$ cat config.mk
export PLATFORM = sky130hd
export DESIGN_NAME = pll_divider_config
export DESIGN_NICKNAME = d
export VERILOG_FILES = /design/src/rtl/pll_div_pkg.sv /design/src/rtl/div_counter.sv /design/src/rtl/pll_divider_config.sv
export SDC_FILE = /design/constraint.sdc
export NUM_CORES = 1
export LEC_CHECK = 0
export ABC_CLOCK_PERIOD_IN_PS = 5290
export BUFFER_PORTS_ARGS = -buffer_cell sky130_fd_sc_hd__buf_4
export CORE_ASPECT_RATIO = 1.25
export CORE_MARGIN = 5
export CORE_UTILIZATION = 40
export DETAILED_ROUTE_END_ITERATION = 8
export PLACE_DENSITY = 0.63
export SLEW_MARGIN = 40
export SYNTH_ARGS = -nofsm -noshare
export SYNTH_HDL_FRONTEND = slang
export SYNTH_SLANG_ARGS = --single-unit
export TNS_END_PERCENT = 10
$ cat constraint.sdc
create_clock -name core_clk_i -period 5.29 [get_ports core_clk_i]
set_input_delay 0.7935 -clock core_clk_i [delete_from_list [all_inputs] [get_ports core_clk_i]]
set_output_delay 0.7935 -clock core_clk_i [all_outputs]
set_load 0.1 [all_outputs]
$ cat src/rtl/pll_div_pkg.sv
// constants, types and value checks for the divider configuration block
// How it works
// - Each output runs at input rate times feedback ratio over output ratio times input ratio.
// - Each output ratio is the shared fast output stage times that output's slow stage.
// - The shared fast output stage takes only the whole values 4 to 11.
// - A per-output slow stage takes 1 or any even value from 2 to 2^20.
// - On narrowband parts the feedback ratio is a fast stage (4 to 11) times an even slow stage 2 to 2^20.
// - On wideband parts the feedback slow stage takes only even values 32 to 2^9.
// - Every input has its own input stage taking any whole value 1 to 2^19.
// - One fast output stage feeds every output, so all outputs divide the one oscillator.
// - A 4-bit field picks loop bandwidth, set after the frequency plan is fixed.
// - On standard narrowband parts the bandwidth range spans 60 Hz to 8.4 kHz.
// - On low-bandwidth parts each setting gives about one sixteenth of the standard value.
// - Wideband parts offer no loss-of-lock flag and no input-to-output skew control.
package pll_div_pkg;

  localparam int unsigned FAST_W = 4;
  localparam int unsigned SLOW_W = 21;
  localparam int unsigned IN_W   = 20;
  localparam int unsigned BW_W   = 4;
  localparam int unsigned ADDR_W = 8;

  localparam logic [ADDR_W-1:0] OFS_FAST_OUT = 8'h00;
  localparam logic [ADDR_W-1:0] OFS_SLOW_OUT0 = 8'h04;
  localparam logic [ADDR_W-1:0] OFS_SLOW_OUT1 = 8'h08;
  localparam logic [ADDR_W-1:0] OFS_FB_FAST  = 8'h0C;
  localparam logic [ADDR_W-1:0] OFS_FB_SLOW  = 8'h10;
  localparam logic [ADDR_W-1:0] OFS_IN_DIV0  = 8'h14;
  localparam logic [ADDR_W-1:0] OFS_IN_DIV1  = 8'h18;
  localparam logic [ADDR_W-1:0] OFS_LOOP_BW  = 8'h1C;
  localparam logic [ADDR_W-1:0] OFS_CONTROL  = 8'h20;
  localparam logic [ADDR_W-1:0] OFS_STATUS   = 8'h24;

  localparam int unsigned ST_REJECT   = 0;
  localparam int unsigned ST_WIDEBAND = 1;
  localparam int unsigned ST_LOW_BW   = 2;
  localparam int unsigned ST_LOCK_IND = 3;
  localparam int unsigned CTL_IN_SEL  = 0;

  localparam logic [FAST_W-1:0] FAST_MIN = 4'h4;
  localparam logic [FAST_W-1:0] FAST_MAX = 4'hB;
  localparam logic [SLOW_W-1:0] SLOW_MAX = 21'h100000;
  localparam logic [SLOW_W-1:0] WB_FB_MIN = 21'h000020;
  localparam logic [SLOW_W-1:0] WB_FB_MAX = 21'h000200;
  localparam logic [IN_W-1:0]   IN_MAX   = 20'h80000;

  localparam logic [FAST_W-1:0] RST_FAST    = 4'h4;
  localparam logic [SLOW_W-1:0] RST_SLOW    = 21'h000001;
  localparam logic [SLOW_W-1:0] RST_FB_SLOW = 21'h000020;
  localparam logic [IN_W-1:0]   RST_IN_DIV  = 20'h00001;
  localparam logic [BW_W-1:0]   RST_LOOP_BW = 4'h0;
  localparam logic [1:0]        STRAP_DELAY = 2'h3;

  typedef struct packed {
    logic [FAST_W-1:0] fast_out;
    logic [SLOW_W-1:0] slow_out0;
    logic [SLOW_W-1:0] slow_out1;
    logic [FAST_W-1:0] fb_fast;
    logic [SLOW_W-1:0] fb_slow;
    logic [IN_W-1:0]   in_div0;
    logic [IN_W-1:0]   in_div1;
  } div_cfg_t;

  function automatic logic fast_ok(input logic [FAST_W-1:0] v);
    fast_ok = (v >= FAST_MIN) && (v <= FAST_MAX);
  endfunction : fast_ok

  function automatic logic even_in(input logic [SLOW_W-1:0] v,
                                   input logic [SLOW_W-1:0] lo,
                                   input logic [SLOW_W-1:0] hi);
    even_in = !v[0] && (v >= lo) && (v <= hi);
  endfunction : even_in

  function automatic logic in_ok(input logic [IN_W-1:0] v);
    in_ok = (v != 20'h00000) && (v <= IN_MAX);
  endfunction : in_ok

endpackage : pll_div_pkg

$ cat src/rtl/div_counter.sv
// reloading ratio counter: pulse and square level per configured count
`timescale 1ns/1ps
module div_counter (
  input  wire logic        core_clk_i,
  input  wire logic        rst_n_i,
  input  wire logic        en_i,
  input  wire logic        restart_i,
  input  wire logic [20:0] ratio_i,
  output logic             pulse_o,
  output logic             level_o
);

  logic [20:0] count;
  logic [20:0] next_count;
  logic        at_last;
  logic        ratio_one;

  assign ratio_one  = (ratio_i == 21'h000001);
  assign at_last    = (count >= 21'(ratio_i - 21'h000001));
  assign next_count = at_last ? 21'h000000 : 21'(count + 21'h000001);

  always_ff @(posedge core_clk_i or negedge rst_n_i) begin
    if (!rst_n_i) begin
      count   <= 21'h000000;
      pulse_o <= 1'b0;
      level_o <= 1'b0;
    end else if (restart_i) begin
      count   <= 21'h000000;
      pulse_o <= 1'b0;
      level_o <= 1'b0;
    end else begin
      // one pulse per ratio enables, counter reloads from zero
      pulse_o <= en_i && at_last;
      if (en_i) begin
        count   <= next_count;
        level_o <= ratio_one ? 1'b1 : (next_count < (ratio_i >> 1));
      end else if (ratio_one) begin
        level_o <= 1'b0;
      end
    end
  end

endmodule : div_counter

$ cat src/rtl/pll_divider_config.sv
// divider chain, value checks and register port of the clock multiplier
//
// The register offsets and the address-and-strobe port were left to the implementer.
`timescale 1ns/1ps
module pll_divider_config (
  input  wire logic        core_clk_i,
  input  wire logic        rst_n_i,
  input  wire logic [7:0]  addr_i,
  input  wire logic [31:0] wdata_i,
  input  wire logic        wr_i,
  input  wire logic        rd_i,
  output logic      [31:0] rdata_o,
  input  wire logic        osc_tick_i,
  input  wire logic        clk_in0_i,
  input  wire logic        clk_in1_i,
  input  wire logic        strap_wideband_i,
  input  wire logic        strap_low_bw_i,
  output logic      [1:0]  clk_out_o,
  output logic      [1:0]  out_pulse_o,
  output logic             feedback_pulse_o,
  output logic             pd_ref_pulse_o,
  output logic      [3:0]  loop_bw_select_o,
  output logic             low_bw_scale_o,
  output logic             lock_ind_avail_o
);

  pll_div_pkg::div_cfg_t cfg;
  logic [3:0]  loop_bw_select;
  logic        in_sel;
  logic        reject_flag;
  logic        wideband;
  logic        low_bw;
  logic [1:0]  strap_wait;
  logic        strap_taken;
  logic [1:0]  wb_sync;
  logic [1:0]  lb_sync;
  logic [2:0]  in0_sync;
  logic [2:0]  in1_sync;

  // decode of the register port
  wire hit_fast_out  = (addr_i == pll_div_pkg::OFS_FAST_OUT);
  wire hit_slow_out0 = (addr_i == pll_div_pkg::OFS_SLOW_OUT0);
  wire hit_slow_out1 = (addr_i == pll_div_pkg::OFS_SLOW_OUT1);
  wire hit_fb_fast   = (addr_i == pll_div_pkg::OFS_FB_FAST);
  wire hit_fb_slow   = (addr_i == pll_div_pkg::OFS_FB_SLOW);
  wire hit_in_div0   = (addr_i == pll_div_pkg::OFS_IN_DIV0);
  wire hit_in_div1   = (addr_i == pll_div_pkg::OFS_IN_DIV1);
  wire hit_loop_bw   = (addr_i == pll_div_pkg::OFS_LOOP_BW);
  wire hit_control   = (addr_i == pll_div_pkg::OFS_CONTROL);
  wire hit_status    = (addr_i == pll_div_pkg::OFS_STATUS);

  wire [3:0]  wr_fast = wdata_i[3:0];
  wire [20:0] wr_slow = wdata_i[20:0];
  wire [19:0] wr_in   = wdata_i[19:0];
  wire        wr_hi_fast = (wdata_i[31:4] != 28'h0000000);
  wire        wr_hi_slow = (wdata_i[31:21] != 11'h000);
  wire        wr_hi_in   = (wdata_i[31:20] != 12'h000);

  // legality of each written value; illegal values are refused
  wire ok_fast_out = !wr_hi_fast && pll_div_pkg::fast_ok(wr_fast);
  wire ok_slow_out = !wr_hi_slow && ((wr_slow == 21'h000001) ||
                     pll_div_pkg::even_in(wr_slow, 21'h000002,
                                          pll_div_pkg::SLOW_MAX));
  wire ok_fb_fast  = !wr_hi_fast && pll_div_pkg::fast_ok(wr_fast);
  wire ok_fb_narrow = pll_div_pkg::even_in(wr_slow, 21'h000002,
                                           pll_div_pkg::SLOW_MAX);
  wire ok_fb_wide  = pll_div_pkg::even_in(wr_slow,
                                          pll_div_pkg::WB_FB_MIN,
                                          pll_div_pkg::WB_FB_MAX);
  wire ok_fb_slow  = !wr_hi_slow && (wideband ? ok_fb_wide : ok_fb_narrow);
  wire ok_in_div   = !wr_hi_in && pll_div_pkg::in_ok(wr_in);
  wire ok_loop_bw  = (wdata_i[31:4] == 28'h0000000);

  wire we_fast_out  = wr_i && hit_fast_out  && ok_fast_out;
  wire we_slow_out0 = wr_i && hit_slow_out0 && ok_slow_out;
  wire we_slow_out1 = wr_i && hit_slow_out1 && ok_slow_out;
  wire we_fb_fast   = wr_i && hit_fb_fast   && ok_fb_fast;
  wire we_fb_slow   = wr_i && hit_fb_slow   && ok_fb_slow;
  wire we_in_div0   = wr_i && hit_in_div0   && ok_in_div;
  wire we_in_div1   = wr_i && hit_in_div1   && ok_in_div;
  wire we_loop_bw   = wr_i && hit_loop_bw   && ok_loop_bw;

  wire bad_write = wr_i && ((hit_fast_out && !ok_fast_out) ||
                   ((hit_slow_out0 || hit_slow_out1) && !ok_slow_out) ||
                   (hit_fb_fast && !ok_fb_fast) ||
                   (hit_fb_slow && !ok_fb_slow) ||
                   ((hit_in_div0 || hit_in_div1) && !ok_in_div) ||
                   (hit_loop_bw && !ok_loop_bw));
  wire clr_reject = wr_i && hit_status && wdata_i[pll_div_pkg::ST_REJECT];

  // straps settle through the synchroniser before being captured once
  always_ff @(posedge core_clk_i or negedge rst_n_i) begin
    if (!rst_n_i) begin
      wb_sync     <= 2'h0;
      lb_sync     <= 2'h0;
      strap_wait  <= 2'h0;
      strap_taken <= 1'b0;
      wideband    <= 1'b0;
      low_bw      <= 1'b0;
    end else begin
      wb_sync <= {wb_sync[0], strap_wideband_i};
      lb_sync <= {lb_sync[0], strap_low_bw_i};
      if (!strap_taken) begin
        strap_wait <= 2'(strap_wait + 2'h1);
        if (strap_wait == pll_div_pkg::STRAP_DELAY) begin
          strap_taken <= 1'b1;
          wideband    <= wb_sync[1];
          low_bw      <= lb_sync[1];
        end
      end
    end
  end

  always_ff @(posedge core_clk_i or negedge rst_n_i) begin
    if (!rst_n_i) begin
      cfg.fast_out   <= pll_div_pkg::RST_FAST;
      cfg.slow_out0  <= pll_div_pkg::RST_SLOW;
      cfg.slow_out1  <= pll_div_pkg::RST_SLOW;
      cfg.fb_fast    <= pll_div_pkg::RST_FAST;
      cfg.fb_slow    <= pll_div_pkg::RST_FB_SLOW;
      cfg.in_div0    <= pll_div_pkg::RST_IN_DIV;
      cfg.in_div1    <= pll_div_pkg::RST_IN_DIV;
      loop_bw_select <= pll_div_pkg::RST_LOOP_BW;
      in_sel         <= 1'b0;
    end else begin
      if (we_fast_out)  cfg.fast_out  <= wr_fast;
      if (we_slow_out0) cfg.slow_out0 <= wr_slow;
      if (we_slow_out1) cfg.slow_out1 <= wr_slow;
      if (we_fb_fast)   cfg.fb_fast   <= wr_fast;
      if (we_fb_slow)   cfg.fb_slow   <= wr_slow;
      if (we_in_div0)   cfg.in_div0   <= wr_in;
      if (we_in_div1)   cfg.in_div1   <= wr_in;
      if (we_loop_bw)   loop_bw_select <= wdata_i[3:0];
      if (wr_i && hit_control) in_sel <= wdata_i[pll_div_pkg::CTL_IN_SEL];
    end
  end

  // a refused write in the same cycle as the clear keeps the flag set
  always_ff @(posedge core_clk_i or negedge rst_n_i) begin
    if (!rst_n_i) begin
      reject_flag <= 1'b0;
    end else begin
      reject_flag <= bad_write || (reject_flag && !clr_reject);
    end
  end

  wire [31:0] status_word = {28'h0000000, !wideband, low_bw, wideband,
                             reject_flag};
  logic [31:0] rd_mux;
  always_comb begin
    rd_mux = 32'h00000000;
    case (1'b1)
      hit_fast_out:  rd_mux = {28'h0000000, cfg.fast_out};
      hit_slow_out0: rd_mux = {11'h000, cfg.slow_out0};
      hit_slow_out1: rd_mux = {11'h000, cfg.slow_out1};
      hit_fb_fast:   rd_mux = {28'h0000000, cfg.fb_fast};
      hit_fb_slow:   rd_mux = {11'h000, cfg.fb_slow};
      hit_in_div0:   rd_mux = {12'h000, cfg.in_div0};
      hit_in_div1:   rd_mux = {12'h000, cfg.in_div1};
      hit_loop_bw:   rd_mux = {28'h0000000, loop_bw_select};
      hit_control:   rd_mux = {31'h00000000, in_sel};
      hit_status:    rd_mux = status_word;
      default:       rd_mux = 32'h00000000;
    endcase
  end

  always_ff @(posedge core_clk_i or negedge rst_n_i) begin
    if (!rst_n_i) begin
      rdata_o <= 32'h00000000;
    end else begin
      rdata_o <= rd_i ? rd_mux : 32'h00000000;
    end
  end

  // input clocks are asynchronous: two flops, then edge detect on later ones
  always_ff @(posedge core_clk_i or negedge rst_n_i) begin
    if (!rst_n_i) begin
      in0_sync <= 3'h0;
      in1_sync <= 3'h0;
    end else begin
      in0_sync <= {in0_sync[1:0], clk_in0_i};
      in1_sync <= {in1_sync[1:0], clk_in1_i};
    end
  end
  wire in0_rise = in0_sync[1] && !in0_sync[2];
  wire in1_rise = in1_sync[1] && !in1_sync[2];

  logic fast_out_pulse;
  logic fb_fast_pulse;
  logic pd0_pulse;
  logic pd1_pulse;

  // one shared fast stage clocked by the oscillator feeds both outputs
  div_counter u_fast_out (
    .core_clk_i (core_clk_i),
    .rst_n_i    (rst_n_i),
    .en_i       (osc_tick_i),
    .restart_i  (we_fast_out),
    .ratio_i    ({17'h00000, cfg.fast_out}),
    .pulse_o    (fast_out_pulse),
    .level_o    ()
  );

  // output ratio is the shared fast stage times the slow stage
  div_counter u_slow_out0 (
    .core_clk_i (core_clk_i),
    .rst_n_i    (rst_n_i),
    .en_i       (fast_out_pulse),
    .restart_i  (we_slow_out0 || we_fast_out),
    .ratio_i    (cfg.slow_out0),
    .pulse_o    (out_pulse_o[0]),
    .level_o    (clk_out_o[0])
  );

  div_counter u_slow_out1 (
    .core_clk_i (core_clk_i),
    .rst_n_i    (rst_n_i),
    .en_i       (fast_out_pulse),
    .restart_i  (we_slow_out1 || we_fast_out),
    .ratio_i    (cfg.slow_out1),
    .pulse_o    (out_pulse_o[1]),
    .level_o    (clk_out_o[1])
  );

  // feedback ratio is fast times slow stage, compared at the detector
  div_counter u_fb_fast (
    .core_clk_i (core_clk_i),
    .rst_n_i    (rst_n_i),
    .en_i       (osc_tick_i),
    .restart_i  (we_fb_fast),
    .ratio_i    ({17'h00000, cfg.fb_fast}),
    .pulse_o    (fb_fast_pulse),
    .level_o    ()
  );

  div_counter u_fb_slow (
    .core_clk_i (core_clk_i),
    .rst_n_i    (rst_n_i),
    .en_i       (fb_fast_pulse),
    .restart_i  (we_fb_slow || we_fb_fast),
    .ratio_i    (cfg.fb_slow),
    .pulse_o    (feedback_pulse_o),
    .level_o    ()
  );

  // each input has its own stage; both run so a switch needs no restart
  div_counter u_in_div0 (
    .core_clk_i (core_clk_i),
    .rst_n_i    (rst_n_i),
    .en_i       (in0_rise),
    .restart_i  (we_in_div0),
    .ratio_i    ({1'b0, cfg.in_div0}),
    .pulse_o    (pd0_pulse),
    .level_o    ()
  );

  div_counter u_in_div1 (
    .core_clk_i (core_clk_i),
    .rst_n_i    (rst_n_i),
    .en_i       (in1_rise),
    .restart_i  (we_in_div1),
    .ratio_i    ({1'b0, cfg.in_div1}),
    .pulse_o    (pd1_pulse),
    .level_o    ()
  );

  // the detector sees one rate only; matching the stages is up to software
  assign pd_ref_pulse_o   = in_sel ? pd1_pulse : pd0_pulse;
  assign loop_bw_select_o = loop_bw_select;
  assign low_bw_scale_o   = low_bw;
  assign lock_ind_avail_o = !wideband;

endmodule : pll_divider_config

==> metrics.md <==
| Metric | Value |
|---|---|
| Status | `completed` |
| Slowest Stage Delay on Critical Path | `0.43 ns` |
| HP Class | `in -> async` |
| Least-Margin Pin Slew | `0.847 ns` |
| Startpoint types | `flop` |
| Wire per inst | `18.9 um` |
| Fmax achieved | `0.203 GHz` |
| # IOs | `93` |
| Syn avg cell area | `8.76 um^2` |
| Area of the die | `57800 um^2` |
| Fillcell total | `4992` |
| CTS Buf Count | `37` |
| Initial core utilization | `40.4%` |
| CTS tree | `built` |
| CTS Sinks | `309` |
| Initial antenna violation count | `0` |
| Routing usage on met1 | `24.5%` |
| Part of the Yosys area used for sequential elements | `36.5%` |
| Share of cells above drive strength 1 | `10.3%` |
| Total vias in the final route | `18400` |
| Met3 usage | `2.33%` |
| Number of global-route vias before repair | `17900` |
| Reg-to-reg critical path endpoint | `u_slow_out1.level_o` |
| Area share of the largest cell type after synthesis | `35.6%` |
| Warnings from Yosys | `0` |
| Final net count | `2730` |
| Clk buf depth | `3` |
| Tcrit/Tclk final | `93.0%` |
| Syn Std Cell Area | `21200 um^2` |
| Leading cell types by total area after synthesis | `dfrtp_1 (36%), ha_1 (12%), nand2_1 (5.2%)` |
| Die width | `216 um` |
| Fraction of registers with async set/reset | `100%` |
| Power density over the cells | `266 nW/um^2` |
| Final Hold Fails | `0` |
| Critical-path cell list | `nor4_1 -> buf_4 -> nand2_1 -> nor4_1 -> nand2_1 -> nor4_1 -> xnor2_1 -> ha_1 -> nand4_1 -> a2111o_1 -> a41o_1 -> o2111ai_4 -> nor2_1 -> ha_1 -> a21oi_1 -> o21ai_0 -> a221oi_1 -> a211oi_1 -> nand2_1 -> o21ai_0 -> o41a_1 -> nor2_1` |
| Worst-Skew Late Latency | `0.55 ns` |
| Relative slew slack | `43.6%` |
| GRT Max-Usage Layer | `met2` |
| CORE AREA | `52600 um^2` |
| ANT nets after route | `0` |
| Port bufs | `81` |
| Clk_skew | `0.0238 ns` |
| Maximum vdd drop | `0.000191 V` |
| Grt met2 use | `36.0%` |
| Leak | `0.0111 uW` |
| Final Routed Wirelength | `60.1 mm` |
| Worst path slowest cell | `dfrtp_1` |
| Max-slew violation count | `0` |
| Top_reg_cell synth | `dfrtp_1` |
| Vias per cell | `5.77` |
| Layout area overhead | `12.3%` |
| Post-layout min period | `4.92 ns` |
| Clock transition at path regs | `0.06 ns` |
| Dpl hpwl | `45.3 mm` |
| Die height | `268 um` |
| Flop and latch count out of synthesis | `309` |
| Largest net degree at the start of global routing | `118` |
| DRT iter0 DRCs | `1077` |
| EDFF count, synth | `0` |
| Grt total ovfl | `0` |
| WHS | `0.122 ns` |
| Crit path kind | `reg -> reg` |
| Multi-input logic area | `12800 um^2` |
| Register area | `7740 um^2` |
| Final setup viols | `0` |
| Placer Congestion | `0.893` |
| Final core occ | `45.3%` |
| Reg2reg path depth | `22` |
| Critical Path AT | `5.38 ns` |
| Htree depth | `2` |
| Number of max-cap violations | `0` |
| Synth Instances | `2423` |
| Worst path required time | `5.75 ns` |
| Row cnt | `94` |
| First-pass GRT wire length | `96.4 mm` |
| Root buffer cell | `clkbuf_16` |
| Drt drc | `0` |
| Crit end category | `flop` |
| R2r startpoint | `cfg[67]` |
| Crit-path max FO | `16` |
| Total GRT Usage | `20.3%` |
| Synth unique cells | `83` |
| Yosys top cell by area | `dfrtp_1` |
| Number of antenna diodes | `0` |
| Pre-antenna DRT Iters | `9` |
| R2R Setup Slk | `0.37 ns` |
-- cells in the final DEF (no fill, tap or decap), drive strengths merged, types with 9 or more instances in the layout --
cell type / count
or3: 18
a21o: 50
nor2: 227
a22o: 14
nand2b: 11
clkbuf: 51
a21oi: 101
and2: 18
nor3: 76
a222oi: 21
dfrtp: 302
a31oi: 15
xnor2: 106
nand3: 105
a22oi: 23
conb: 11
nand3b: 12
a211oi: 11
and4: 18
mux2: 31
nor4: 49
buf: 117
nand4: 39
o22ai: 9
clkinv: 12
or2: 10
and3: 56
ha: 203
o21ai: 175
xor2: 36
nor2b: 24
o31ai: 9
mux2i: 37
nand2: 296
inv: 88
nor3b: 26
-- metrics by stage --
step	setup TNS, ns	cells	cell area [um^2]	worst slack (ns)	power, uW
after CTS	0	3174	23700	0.173	6410
after floorplan	0	2433	21300	0.373	3420
final	0	3179	23800	0.371	6350
after global placement	0	3106	22500	0.238	3750
after global routing	-0.000261	3179	23800	-0.000261	6660
after detailed placement	0	3106	22500	0.230	3790
-- cell usage after synthesis (12+ instances only) --
cell type / number
nor3_1: 74
and3_1: 56
nand3_1: 102
a22o_1: 14
a31oi_1: 15
o21ai_0: 171
or3_1: 18
xnor2_1: 106
a22oi_1: 23
nor4_1: 48
nand4_1: 39
nor3b_1: 26
a21o_1: 50
xor2_1: 36
inv_1: 86
mux2_2: 31
ha_1: 203
nor2_1: 226
nor2b_1: 24
a222oi_1: 21
buf_2: 23
and2_1: 17
mux2i_1: 37
a21oi_1: 101
dfrtp_1: 302
nand3b_1: 12
clkbuf_1: 64
nand2_1: 295
buf_4: 16
and4_1: 18
-- cell families (layout without fill, tap and decap cells) --
| logic type | Yosys count | in the layout | share of synthesized area, % |
|---|---|---|---|
| muxes | 68 | 68 | 3.39 |
| AOI/OAI and AO/OA | 494 | 494 | 14.8 |
| other | 1 | 11 | 0.0177 |
| and+or+nand+nor | 1008 | 1008 | 23.4 |
| adders and majority gates | 203 | 203 | 12.0 |
| buffers and inverters | 198 | 272 | 3.99 |
| xor gates and xnor gates | 142 | 142 | 5.86 |
| DFF | 309 | 309 | 36.5 |
-- power by group --
part	switching [uW]	internal (uW)
registers	130	2460
logic	746	422
clock network	1070	1520
total	1950	4400
-- critical path: cells and delay by family, from the launching register on --
family / cells / cell delay (ns)
compound gates: 9 / 2.04
flops: 1 / 0.43
fa+ha+maj: 2 / 0.62
simple gates: 9 / 1.45
xor+xnor: 1 / 0.12
buf+inv: 1 / 0.18
-- flip-flops by register name, indices dropped and copies added, names as in the netlist, 4 cells and up --
register           count
u_fast_out.count      21
u_fb_fast.count       21
cfg                  111
loop_bw_select_o       4
rdata_o               21
u_fb_slow.count       21
u_in_div0.count       21
u_in_div1.count       21
u_slow_out1.count     21
u_slow_out0.count     21
-- what timing repair did --
item                                    4_1_cts  5_1_grt
endpoints found under the setup margin        0        2
resized for setup                             0        9
hold buffers                                  0        0
buffers inserted                              0        3
-- how the worst max path moves through the flow --
stage / from / to / slack (ns) / cells past startpoint
global route: cfg[89] / u_slow_out0.level_o / -0.0003 / 23
floorplan: cfg[67] / u_slow_out1.level_o / 0.37 / 21
detailed placement: cfg[89] / u_slow_out0.level_o / 0.23 / 23
global placement: cfg[89] / u_slow_out0.level_o / 0.24 / 23
finish: cfg[67] / u_slow_out1.level_o / 0.37 / 22
CTS: cfg[89] / u_slow_out0.level_o / 0.17 / 23
-- layer usage --
metal	up-vias	wire length, um
li1	8856	-
met1	8900	24400
met2	451	29800
met3	151	2490
met4	0	3470
met5	-	0
-- cell type report --
cell class	count	share of cell area [%]
multi-input cells	1926	53.5
flip-flops and latches	309	32.5
clock buffers	51	4.45
repair buffers	117	3.92
well taps	672	3.53
inverters	87	1.37
clock inverters	17	0.698
No activity file was read; power rests on OpenSTA's default activity.
